### src/logic/idr_defs.svh
// Offsets, field positions, reset values and codes of the identify responder
`ifndef IDR_DEFS_SVH
`define IDR_DEFS_SVH
`define IDR_A_DATA 8'h00
`define IDR_A_ERROR 8'h04
`define IDR_A_DEVHEAD 8'h08
`define IDR_A_COMMAND 8'h0c
`define IDR_A_STATUS 8'h10
`define IDR_A_IRQ_STAT 8'h14
`define IDR_A_IRQ_MASK 8'h18
`define IDR_A_GEOM 8'h1c
`define IDR_A_OPTS 8'h20
`define IDR_CMD_IDENTIFY 8'hec
`define IDR_DH_ONE7 7
`define IDR_DH_ONE5 5
`define IDR_DH_DEV 4
`define IDR_ERR_ABT 2
`define IDR_ST_BSY 7
`define IDR_ST_RDY 6
`define IDR_ST_DF 5
`define IDR_ST_DSC 4
`define IDR_ST_DRQ 3
`define IDR_ST_COR 2
`define IDR_ST_ERR 0
`define IDR_EV_DRQ 0
`define IDR_EV_DONE 1
`define IDR_EV_ABORT 2
`define IDR_OPT_W0_ALT 0
`define IDR_OPT_SPIN_LO 1
`define IDR_OPT_SECURE 3
`define IDR_W0_A 16'h045a
`define IDR_W0_B 16'h045e
`define IDR_W2_NEED_INC 16'h37c8
`define IDR_W2_NEED_CMP 16'h738c
`define IDR_W2_FREE_INC 16'h8c73
`define IDR_W2_FREE_CMP 16'hc837
`define IDR_W6_SPT 16'h003f
`define IDR_W47_HI 8'h80
`define IDR_W48_BASE 16'h4000
`define IDR_WORDS 256
`define IDR_RST_GEOM 32'h1010_3fff
`define IDR_RST_OPTS 32'h0000_0006
`endif

### src/logic/idr_pkg.sv
// Types shared by the identify responder
`default_nettype none
package idr_pkg;
  typedef enum logic [1:0] {
    IDR_IDLE = 2'b01,
    IDR_XFER = 2'b10
  } idr_state_e;
  typedef logic [15:0] idr_word_t;
endpackage : idr_pkg
`default_nettype wire

### src/logic/idr_responder.sv
// Identify device responder with task-file registers on Wishbone
//
// Design decisions made here: the register addresses and the Wishbone register port.
`timescale 1ns/1ps
`default_nettype none
`include "idr_defs.svh"

module idr_responder #(
  parameter logic DEV_ID = 1'b0,
  parameter int BUF_KB = 65536,
  parameter logic [159:0] SERIAL = {20{8'h20}},
  parameter logic [63:0] FIRMWARE = {8{8'h20}},
  parameter logic [319:0] MODEL = {40{8'h20}}
) (
  input wire logic I_CORE_CLK, // Core clock, 100 MHz
  input wire logic I_ARST_N, // Asynchronous reset, active low
  input wire logic I_WB_CYC, // Bus cycle
  input wire logic I_WB_STB, // Strobe
  input wire logic I_WB_WE, // Write enable
  input wire logic [7:0] I_WB_ADR, // Byte address
  input wire logic [31:0] I_WB_DAT, // Write data
  input wire logic [3:0] I_WB_SEL, // Byte lanes
  output logic [31:0] O_WB_DAT, // Read data
  output logic O_WB_ACK, // Acknowledge
  output logic O_IRQ // Interrupt level
);

  idr_pkg::idr_state_e state_r;
  idr_pkg::idr_state_e state_nxt;
  logic ack_r;
  logic [31:0] rdat_r;
  logic [31:0] rdat_nxt;
  logic [7:0] devhead_r;
  logic [7:0] error_r;
  logic [7:0] error_nxt;
  logic err_flag_r;
  logic err_flag_nxt;
  logic [8:0] idx_r;
  logic [8:0] idx_nxt;
  logic [2:0] irq_stat_r;
  logic [2:0] irq_stat_nxt;
  logic [2:0] irq_mask_r;
  logic [31:0] geom_r;
  logic [31:0] opts_r;

  // One access per strobe; ack comes one cycle after the request
  wire acc = I_WB_CYC & I_WB_STB & ~ack_r;
  wire wr = acc & I_WB_WE;
  wire rd = acc & ~I_WB_WE;
  wire [31:0] lane = {{8{I_WB_SEL[3]}}, {8{I_WB_SEL[2]}},
                      {8{I_WB_SEL[1]}}, {8{I_WB_SEL[0]}}};

  // Address decode
  wire hit_data = I_WB_ADR == `IDR_A_DATA;
  wire hit_err = I_WB_ADR == `IDR_A_ERROR;
  wire hit_dh = I_WB_ADR == `IDR_A_DEVHEAD;
  wire hit_cmd = I_WB_ADR == `IDR_A_COMMAND;
  wire hit_st = I_WB_ADR == `IDR_A_STATUS;
  wire hit_is = I_WB_ADR == `IDR_A_IRQ_STAT;
  wire hit_im = I_WB_ADR == `IDR_A_IRQ_MASK;
  wire hit_geo = I_WB_ADR == `IDR_A_GEOM;
  wire hit_opt = I_WB_ADR == `IDR_A_OPTS;

  wire xfer = state_r == idr_pkg::IDR_XFER;

  // Command strobe; the device/head value comes from the register the host
  // wrote beforehand, not from the command write itself, as on a real task file
  wire cmd_wr = wr & hit_cmd & I_WB_SEL[0];
  wire dh_ok = devhead_r[`IDR_DH_ONE7] & devhead_r[`IDR_DH_ONE5];
  wire selected = devhead_r[`IDR_DH_DEV] == DEV_ID;
  wire is_ident = I_WB_DAT[7:0] == `IDR_CMD_IDENTIFY;
  wire start = cmd_wr & selected & is_ident & dh_ok;
  wire reject = cmd_wr & selected & ~(is_ident & dh_ok);

  // A data read during the transfer pops the next word
  wire pop = rd & hit_data & xfer;
  wire last = idx_r == 9'(`IDR_WORDS - 1);
  wire done = pop & last;

  // Buffer size word; 64MB does not fit 16 bits and reads zero
  localparam logic [15:0] BUF_WORD =
    (BUF_KB == 65536) ? 16'h0000 : 16'(BUF_KB * 2);

  // Identify word lookup by index
  function automatic idr_pkg::idr_word_t id_word(
    input logic [7:0] w,
    input logic [31:0] geom,
    input logic [31:0] opts
  );
    idr_pkg::idr_word_t v;
    int k;
    v = 16'h0000;
    k = 0;
    if (w == 8'd0) begin
      v = opts[`IDR_OPT_W0_ALT] ? `IDR_W0_B : `IDR_W0_A;
    end else if (w == 8'd1) begin
      v = geom[15:0];
    end else if (w == 8'd2) begin
      unique case (opts[`IDR_OPT_SPIN_LO +: 2])
        2'd0: v = `IDR_W2_NEED_INC;
        2'd1: v = `IDR_W2_NEED_CMP;
        2'd2: v = `IDR_W2_FREE_INC;
        2'd3: v = `IDR_W2_FREE_CMP;
      endcase
    end else if (w == 8'd3) begin
      v = {8'h00, geom[23:16]};
    end else if (w == 8'd6) begin
      v = `IDR_W6_SPT;
    end else if (w >= 8'd10 && w <= 8'd19) begin
      k = int'(w) - 10;
      v = SERIAL[159 - 16 * k -: 16];
    end else if (w == 8'd21) begin
      v = BUF_WORD;
    end else if (w >= 8'd23 && w <= 8'd26) begin
      k = int'(w) - 23;
      v = FIRMWARE[63 - 16 * k -: 16];
    end else if (w >= 8'd27 && w <= 8'd46) begin
      k = int'(w) - 27;
      v = MODEL[319 - 16 * k -: 16];
    end else if (w == 8'd47) begin
      v = {`IDR_W47_HI, geom[31:24]};
    end else if (w == 8'd48) begin
      v = `IDR_W48_BASE | {15'h0000, opts[`IDR_OPT_SECURE]};
    end
    return v;
  endfunction : id_word

  wire [15:0] cur_word = id_word(idx_r[7:0], geom_r, opts_r);

  // Status: never busy, faulted or corrected; DRQ while words remain
  wire [7:0] status;
  assign status[`IDR_ST_BSY] = 1'b0;
  assign status[`IDR_ST_RDY] = 1'b1;
  assign status[`IDR_ST_DF] = 1'b0;
  assign status[`IDR_ST_DSC] = 1'b1;
  assign status[`IDR_ST_DRQ] = xfer;
  assign status[`IDR_ST_COR] = 1'b0;
  assign status[1] = 1'b0;
  assign status[`IDR_ST_ERR] = err_flag_r;

  // Events that set sticky interrupt bits
  wire [2:0] ev_set;
  assign ev_set[`IDR_EV_DRQ] = start;
  assign ev_set[`IDR_EV_DONE] = done;
  assign ev_set[`IDR_EV_ABORT] = reject;
  wire [2:0] ev_clr = (wr & hit_is & I_WB_SEL[0]) ? I_WB_DAT[2:0] : 3'b000;

  // Sequencer and completion flags
  always_comb begin
    state_nxt = state_r;
    idx_nxt = idx_r;
    error_nxt = error_r;
    err_flag_nxt = err_flag_r;
    if (start) begin
      // A new command always restarts from word zero
      state_nxt = idr_pkg::IDR_XFER;
      idx_nxt = 9'd0;
      error_nxt = 8'h00;
      err_flag_nxt = 1'b0;
    end else if (reject) begin
      state_nxt = idr_pkg::IDR_IDLE;
      idx_nxt = 9'd0;
      error_nxt = 8'h00;
      error_nxt[`IDR_ERR_ABT] = 1'b1;
      err_flag_nxt = 1'b1;
    end else if (done) begin
      state_nxt = idr_pkg::IDR_IDLE;
      idx_nxt = 9'd0;
    end else if (pop) begin
      idx_nxt = idx_r + 9'd1;
    end
  end

  // Set wins over a clear arriving in the same cycle
  assign irq_stat_nxt = (irq_stat_r & ~ev_clr) | ev_set;

  // Read mux; unmapped addresses read zero and are still acknowledged
  always_comb begin
    rdat_nxt = 32'h0000_0000;
    if (hit_data) begin
      rdat_nxt = xfer ? {16'h0000, cur_word} : 32'h0000_0000;
    end else if (hit_err) begin
      rdat_nxt = {24'h000000, error_r};
    end else if (hit_dh) begin
      rdat_nxt = {24'h000000, devhead_r};
    end else if (hit_st) begin
      rdat_nxt = {24'h000000, status};
    end else if (hit_is) begin
      rdat_nxt = {29'h0, irq_stat_r};
    end else if (hit_im) begin
      rdat_nxt = {29'h0, irq_mask_r};
    end else if (hit_geo) begin
      rdat_nxt = geom_r;
    end else if (hit_opt) begin
      rdat_nxt = {28'h0, opts_r[3:0]};
    end
  end

  // Bus handshake and read data
  always_ff @(posedge I_CORE_CLK or negedge I_ARST_N) begin
    if (!I_ARST_N) begin
      ack_r <= 1'b0;
      rdat_r <= 32'h0000_0000;
    end else begin
      ack_r <= acc;
      if (rd) begin
        rdat_r <= rdat_nxt;
      end
    end
  end

  // Software-written registers
  always_ff @(posedge I_CORE_CLK or negedge I_ARST_N) begin
    if (!I_ARST_N) begin
      devhead_r <= 8'ha0;
      irq_mask_r <= 3'b000;
      geom_r <= `IDR_RST_GEOM;
      opts_r <= `IDR_RST_OPTS;
    end else begin
      if (wr & hit_dh & I_WB_SEL[0]) begin
        devhead_r <= I_WB_DAT[7:0];
      end
      if (wr & hit_im & I_WB_SEL[0]) begin
        irq_mask_r <= I_WB_DAT[2:0];
      end
      if (wr & hit_geo) begin
        geom_r <= (geom_r & ~lane) | (I_WB_DAT & lane);
      end
      if (wr & hit_opt & I_WB_SEL[0]) begin
        opts_r <= {28'h0, I_WB_DAT[3:0]};
      end
    end
  end

  // Hardware state
  always_ff @(posedge I_CORE_CLK or negedge I_ARST_N) begin
    if (!I_ARST_N) begin
      state_r <= idr_pkg::IDR_IDLE;
      idx_r <= 9'd0;
      error_r <= 8'h00;
      err_flag_r <= 1'b0;
      irq_stat_r <= 3'b000;
    end else begin
      state_r <= state_nxt;
      idx_r <= idx_nxt;
      error_r <= error_nxt;
      err_flag_r <= err_flag_nxt;
      irq_stat_r <= irq_stat_nxt;
    end
  end

  assign O_WB_ACK = ack_r;
  assign O_WB_DAT = rdat_r;
  assign O_IRQ = |(irq_stat_r & irq_mask_r);

endmodule : idr_responder
`default_nettype wire

### config.mk
export PLATFORM = sky130hd
export DESIGN_NAME = idr_responder
export DESIGN_NICKNAME = d
export VERILOG_FILES = /design/src/logic/idr_pkg.sv /design/src/logic/idr_responder.sv
export VERILOG_INCLUDE_DIRS = /design/src /design/src/logic
export SDC_FILE = /design/constraint.sdc
export NUM_CORES = 1
export LEC_CHECK = 0
export BUFFER_PORTS_ARGS = -buffer_cell sky130_fd_sc_hd__buf_2
export CAP_MARGIN = 20
export CORE_MARGIN = 5
export CORE_UTILIZATION = 60
export CTS_BUF_LIST = sky130_fd_sc_hd__clkbuf_16
export CTS_CLUSTER_SIZE = 40
export DETAILED_ROUTE_END_ITERATION = 10
export GPL_TIMING_DRIVEN = 0
export PLACE_DENSITY = 0.9
export SLEW_MARGIN = 0
export SYNTH_ARGS = -nofsm -noshare
export SYNTH_HDL_FRONTEND = slang
export SYNTH_SLANG_ARGS = --single-unit
### constraint.sdc
create_clock -name I_CORE_CLK -period 3.9 [get_ports I_CORE_CLK]
set_input_delay 0.78 -clock I_CORE_CLK [delete_from_list [all_inputs] [get_ports I_CORE_CLK]]
set_output_delay 0.78 -clock I_CORE_CLK [all_outputs]
set_load 0.005 [all_outputs]
Word-level counts from Yosys, hierarchy flattened
Cells that the tools add are included.
W data, S select, Z words.
{"block": "classes", "div_mod_pow": 0, "reduce_logical": 10, "addsub": 7, "n_eq_ne": 21, "n_lt_le_gt_ge": 6, "mux": 34, "n_mul": 0, "shift": 3, "bitwise": 36}
{"operator": "$shiftx A335 B14 Y16 const A", "count": 1}
{"operator": "$mux W32", "count": 7}
{"operator": "$mux W16", "count": 11}
{"operator": "$shiftx A175 B14 Y16 const A", "count": 1}
{"operator": "$shiftx A79 B14 Y16 const A", "count": 1}
{"operator": "$and A32 B32 Y32", "count": 2}
{"operator": "$pmux W16 S4", "count": 1}
{"operator": "$eq A8 B5 Y1 const B", "count": 5}
{"operator": "$mux W9", "count": 4}
{"operator": "$not A32 Y32", "count": 1}
{"operator": "$or A32 B32 Y32", "count": 1}
{"operator": "$and A1 B1 Y1", "count": 24}
{"operator": "$eq A8 B6 Y1 const B", "count": 3}
{"operator": "$sub A8 B5 Y9 const B", "count": 2}
{"operator": "$eq A8 B2 Y1 const B", "count": 2}
{"operator": "$eq A8 B3 Y1 const B", "count": 2}
{"operator": "$eq A8 B4 Y1 const B", "count": 2}
{"operator": "$ge A8 B5 Y1 const B", "count": 2}
{"operator": "$le A8 B5 Y1 const B", "count": 2}
{"operator": "$logic_not A8 Y1", "count": 2}
{"operator": "$mux W8", "count": 2}
{"operator": "$mux W15", "count": 1}
{"operator": "$sub A10 B13 Y14 const A", "count": 1}
{"operator": "$sub A7 B13 Y14 const A", "count": 1}
{"operator": "other kinds (24)", "count": 36}
{"block": "totals", "ram_bits": 0, "memories": 0, "register_bits": 103, "latch_bits": 0, "mem_bits_ro": 0, "word_cells": 128}

Longest topological paths before layout
{"block": "depth", "word_depth": 14, "ltp_mapped": 12}

Worst setup path before layout
OpenSTA, ideal clock, no wires.
{"block": "synth_timing", "path_type": "input-to-reg", "from": "input I_WB_ADR[1]", "to": "register idx_r[5]", "slack_ns": 1.285, "arrival_time_ns": 2.496, "path_stages": 7, "n_path_buf": 1, "cell_sequence": "or4_4 > or3_1 > buf_2 > nor4_4 > o211ai_1 > xor2_1 > nor2_2"}
{"block": "synth_between", "elab_chain_len": 7, "word_cells_on_any_way": 15}
{"element": "start, declared", "line_no": "idr_responder.sv:20", "source": "input wire logic [7:0] I_WB_ADR,"}
{"element": "$eq A8 B4 Y1 (no source line) or $logic_not A8 Y1 (tied branches)"}
{"element": "$and A1 B1 Y1 (on tied branches) (2 in a row)", "line_no": "idr_responder.sv:68, idr_responder.sv:76"}
{"element": "$and A1 B1 Y1 (on tied branches)", "line_no": "idr_responder.sv:72, idr_responder.sv:73, idr_responder.sv:78"}
{"element": "$and A1 B1 Y1 (tied with other cells)", "line_no": "idr_responder.sv:72", "source": "wire start = cmd_wr & selected & is_ident & dh_ok;"}
{"element": "$and A1 B1 Y1 or $mux W9 (tied branches)", "line_no": "idr_responder.sv:72, idr_responder.sv:160"}
{"element": "$reduce_bool A4 Y1 (no source line) or $mux W9 (tied branches)"}
{"element": "end signal, assigned", "line_no": "idr_responder.sv:245", "source": "idx_r <= idx_nxt;"}
{"element": "end, declared", "line_no": "idr_responder.sv:38", "source": "logic [8:0] idx_r;"}
Parallel ways exist; a longest one is shown, timed or not.
A chain may end at the register's enable or synchronous reset.

Final worst setup path
{"block": "layout_timing", "from": "register idx_r[1]", "to": "register rdat_r[5] (netlist: O_WB_DAT[5])"}
{"block": "layout_between", "elab_chain_len": 14, "word_cells_on_any_way": 37}
{"element": "$sub A8 B5 Y9", "line_no": "idr_responder.sv:118", "source": "k = int'(w) - 27;"}
{"element": "$sub A10 B13 Y14", "line_no": "idr_responder.sv:119", "source": "v = MODEL[319 - 16 * k -: 16];"}
{"element": "$shiftx A335 B14 Y16", "line_no": "idr_responder.sv:119"}
{"element": "$mux W16", "line_no": "idr_responder.sv:117", "source": "end else if (w >= 8'd27 && w <= 8'd46) begin"}
{"element": "$mux W16", "line_no": "idr_responder.sv:114", "source": "end else if (w >= 8'd23 && w <= 8'd26) begin"}
{"element": "$mux W16", "line_no": "idr_responder.sv:112", "source": "end else if (w == 8'd21) begin"}
{"element": "$mux W16", "line_no": "idr_responder.sv:109", "source": "end else if (w >= 8'd10 && w <= 8'd19) begin"}
{"element": "$mux W16", "line_no": "idr_responder.sv:107", "source": "end else if (w == 8'd6) begin"}
{"element": "$mux W16", "line_no": "idr_responder.sv:105", "source": "end else if (w == 8'd3) begin"}
{"element": "$mux W16", "line_no": "idr_responder.sv:98", "source": "end else if (w == 8'd2) begin"}
{"element": "$mux W16", "line_no": "idr_responder.sv:96", "source": "end else if (w == 8'd1) begin"}
{"element": "$mux W16 (*)", "line_no": "idr_responder.sv:94", "source": "if (w == 8'd0) begin"}
{"element": "$mux W16 (*)", "line_no": "idr_responder.sv:181", "source": "rdat_nxt = xfer ? {16'h0000, cur_word} : 32'h0000_0000;"}
{"element": "$mux W32 (*)", "line_no": "idr_responder.sv:180", "source": "if (hit_data) begin"}
{"element": "end signal, assigned", "line_no": "idr_responder.sv:207", "source": "rdat_r <= rdat_nxt;"}
{"element": "end, declared", "line_no": "idr_responder.sv:31", "source": "logic [31:0] rdat_r;"}
Every way passes the cells marked *; elsewhere a longest branch is shown, timed or not.

==> qor.yml <==
layout:
  final_util_pct: 71.2
  final_nets: 724
  n_antenna_cell: 0
  stdcell_area_um2: 6180
  fill_cells: 675
  instances_no_fill: 774
  drive_above_1_share_pct: 26.4
  synthToLayoutAreaGrowth_pct: 16.2
synthesis:
  synth_fa_ha_area_share_pct: 3.29
  synth_top_area_share_pct: 34.8
  yosysWarningCount: 0
  synth_edf_count: 0
  post_synth_instance_area_um2: 5320
  synthesis.nets: 631
  async_flop_share_pct: 100
  synth_top_flop_cell: "dfrtp_1"
  synthMuxAreaShare_pct: 8.24
  synth_cell_type_count: 64
  synth-simple-area-share_pct: 20.4
  synth.largest_area_cell: "dfrtp_1"
  synth_top_family_by_area: "simple AND/OR/NAND/NOR gates"
  synth-xor-area-share_pct: 2.96
  synth_seq_cells: 95
  synth_compound_area_share_pct: 16.5
  ys_top_cells_by_area: "dfrtp_1 35%, dfstp_2 10%, mux2_2 8.0%"
  syn_inst: 568
  seq_area_frac_synth_pct: 45.2
  synth.avg_cell_area_um2: 9.36
timing:
  max_freq_ghz: 0.337
  min_period_ps: 2970
  worst_slack_ps: 931
  skew_ps: 9.53
  rsz0062_at_grt: "no"
  max_slew_margin_pct: 39.3
  final_hold_viol_count: 0
  tns_ps: 0
  holdWs_ps: 329
  worstMarginPinSlew_ps: 904
  fin_crit_sh_pct: 76.1
  finalMaxSlewViolations: 0
  setup_viol: 0
floorplan:
  dieArea_um2: 10800
  floorplan.initialDensity_pct: 61.3
  die_h_um: 104
  design.core.area_um2: 8680
  num_rows: 34
  fp.dieW_um: 104
  io_pins: 83
worst_setup_path:
  path_max_fanout: 11
  cpPeakStageDelay_ps: 590
  worst_r2r_endpoint: "O_WB_DAT[5]"
  endpoint: "O_WB_DAT[5]"
  critPathTopFamily: "compound AO/OA/AOI/OAI gates"
  crit_top_cell: "xnor2_1"
  startpoint: "idx_r[1]"
  cp_slowest_cell: "dfrtp_1"
  worst_setup_path_end_kind: "flip-flop"
  startpoint_type: "flip-flop"
  path_buf_inv: 1
  worstRegToRegCells: 11
  regToRegSetupSlack_ps: 930
  required_ps: 4130
  crit_chain: "ha_1, clkbuf_1, xnor2_1, ha_1, xnor2_1, xnor2_1, o2bb2ai_1, a32oi_1, nand4_1, a21oi_1, nor3_1"
  worstReg2RegStart: "idx_r[1]"
  path_depth: 11
  critical_path_class: "reg -> reg"
  crit_arrival_ps: 3200
cts:
  clock-sinks: 95
  clk-insertion-delay-late_ps: 350
  cts_setup_buffers: 0
  cts_max_level: 3
  clockBufferDepth: 2
  tritoncts: "yes"
  clk_pin_slew_ps: 80
  cts_buffers: 9
  cts_resized: 0
  cts_root_buf: "clkbuf_16"
  hold_buffers: 0
placement:
  gp_congestion: 0.938
  dp_hpwl_mm: 11.3
  portBuffers: 81
  placed_cells: 758
  place_area_um2: 5890
  place_ws_ps: 762
detailed_routing:
  vias: 4956
  dr.first_iter.drc_count: 570
  wl_mm: 14.9
  firstDrtPassIters: 5
  wl_per_cell_um: 19.2
  drc: 0
  final_antenna_net_count: 0
  via_per_inst: 6.40
global_routing:
  grt_usage_pct: 27.5
  grt_max_degree: 74
  grt-ovfl-total: 0
  antenna_found_initial: 0
  grt_pass1_vias: 4914
  grt_pass1_wl_mm: 24.7
pwr:
  cellLeakagePower_nw: 2.87
  totalPowerFinal_mw: 1.99
  power_density_nw_per_um2: 323
  peakVddDrop_mv: 0.243
flow_run:
  cap_violations: 0
worst_hold_path:
  min_path_type: "in -> async"
run_status:
  status: "finished, final reports clean"
Yosys cell counts, types with 3 or more instances:
| cell | count |
|---|---|
| nand2b_1 | 4 |
| dfstp_2 | 21 |
| dfrtp_1 | 74 |
| or3_1 | 6 |
| a21oi_1 | 38 |
| o21a_1 | 4 |
| ha_1 | 14 |
| a221oi_1 | 4 |
| a221o_1 | 3 |
| nand4_1 | 5 |
| mux2_2 | 38 |
| o311ai_0 | 3 |
| o31ai_1 | 6 |
| nor3_1 | 18 |
| nor4_1 | 5 |
| buf_2 | 6 |
| a211oi_1 | 6 |
| nand2_1 | 85 |
| nor2_1 | 31 |
| o211ai_1 | 4 |
| or2_2 | 3 |
| o21ai_0 | 33 |
| nor2b_1 | 3 |
| xor2_1 | 4 |
| clkbuf_1 | 24 |
| and3_1 | 11 |
| inv_1 | 15 |
| xnor2_1 | 14 |
| a31oi_1 | 7 |
| nand3_1 | 33 |
power breakdown:
part,switching (mW),internal (mW)
clock network,0.410,0.448
logic,0.0785,0.0465
registers,0.0117,1.00
cells in the final DEF, fill, tap and decap left out, drive strengths merged, types with 5 or more instances in the layout:
master | synthesis | final
dfrtp | 74 | 74
a211oi | 6 | 6
nor4 | 8 | 8
nor3 | 18 | 18
and3 | 11 | 11
inv | 15 | 18
a21oi | 38 | 38
ha | 14 | 14
nand3 | 33 | 33
nand4 | 5 | 5
mux2 | 38 | 38
xnor2 | 14 | 14
o31ai | 6 | 6
o21ai | 34 | 34
nor2 | 33 | 33
or3 | 6 | 6
buf | 8 | 90
dfstp | 21 | 21
nand2 | 86 | 86
a31oi | 7 | 7
clkbuf | 24 | 33
worst min path at each step:
stage	cells past startpoint	slack, ps	start	endpoint
6_report	1	330	I_ARST_N	O_WB_DAT[17]
5_1_grt	1	350	I_ARST_N	O_WB_DAT[17]
3_3_place_gp	2	440	O_WB_DAT[28]	O_WB_DAT[28]
3_5_place_dp	2	450	O_WB_DAT[21]	O_WB_DAT[21]
2_1_floorplan	2	440	devhead_r[2]	devhead_r[2]
4_1_cts	1	340	I_ARST_N	O_WB_DAT[17]
layout make-up:
type                    count  area (um2)  share of cell area, %
plain buffers              32         128                   2.06
clock buffers               9         225                   3.64
clock inverters             7        67.6                   1.09
inverters                  15        56.3                  0.911
multi-input cells         426        2730                   44.2
flip-flops and latches     95        2400                   38.9
well taps                 108         135                   2.19
repair buffers             82         435                   7.04
kinds of logic after synthesis:
| group | Yosys count |
|---|---|
| xor+xnor | 18 |
| mux | 39 |
| buf+inv | 47 |
| simple gates | 220 |
| fa+ha+maj | 14 |
| flops | 95 |
| compound gates | 135 |
metal layers:
metal  global-route usage (%)  wire, um  up-vias
met4                     7.68       310        0
met3                     4.66      1240       40
met1                     35.8      5860     2400
met5                        0         0        -
li1                         -         -     2248
met2                     47.3      7480      268
Note: power is estimated with default switching activity, not from simulation.
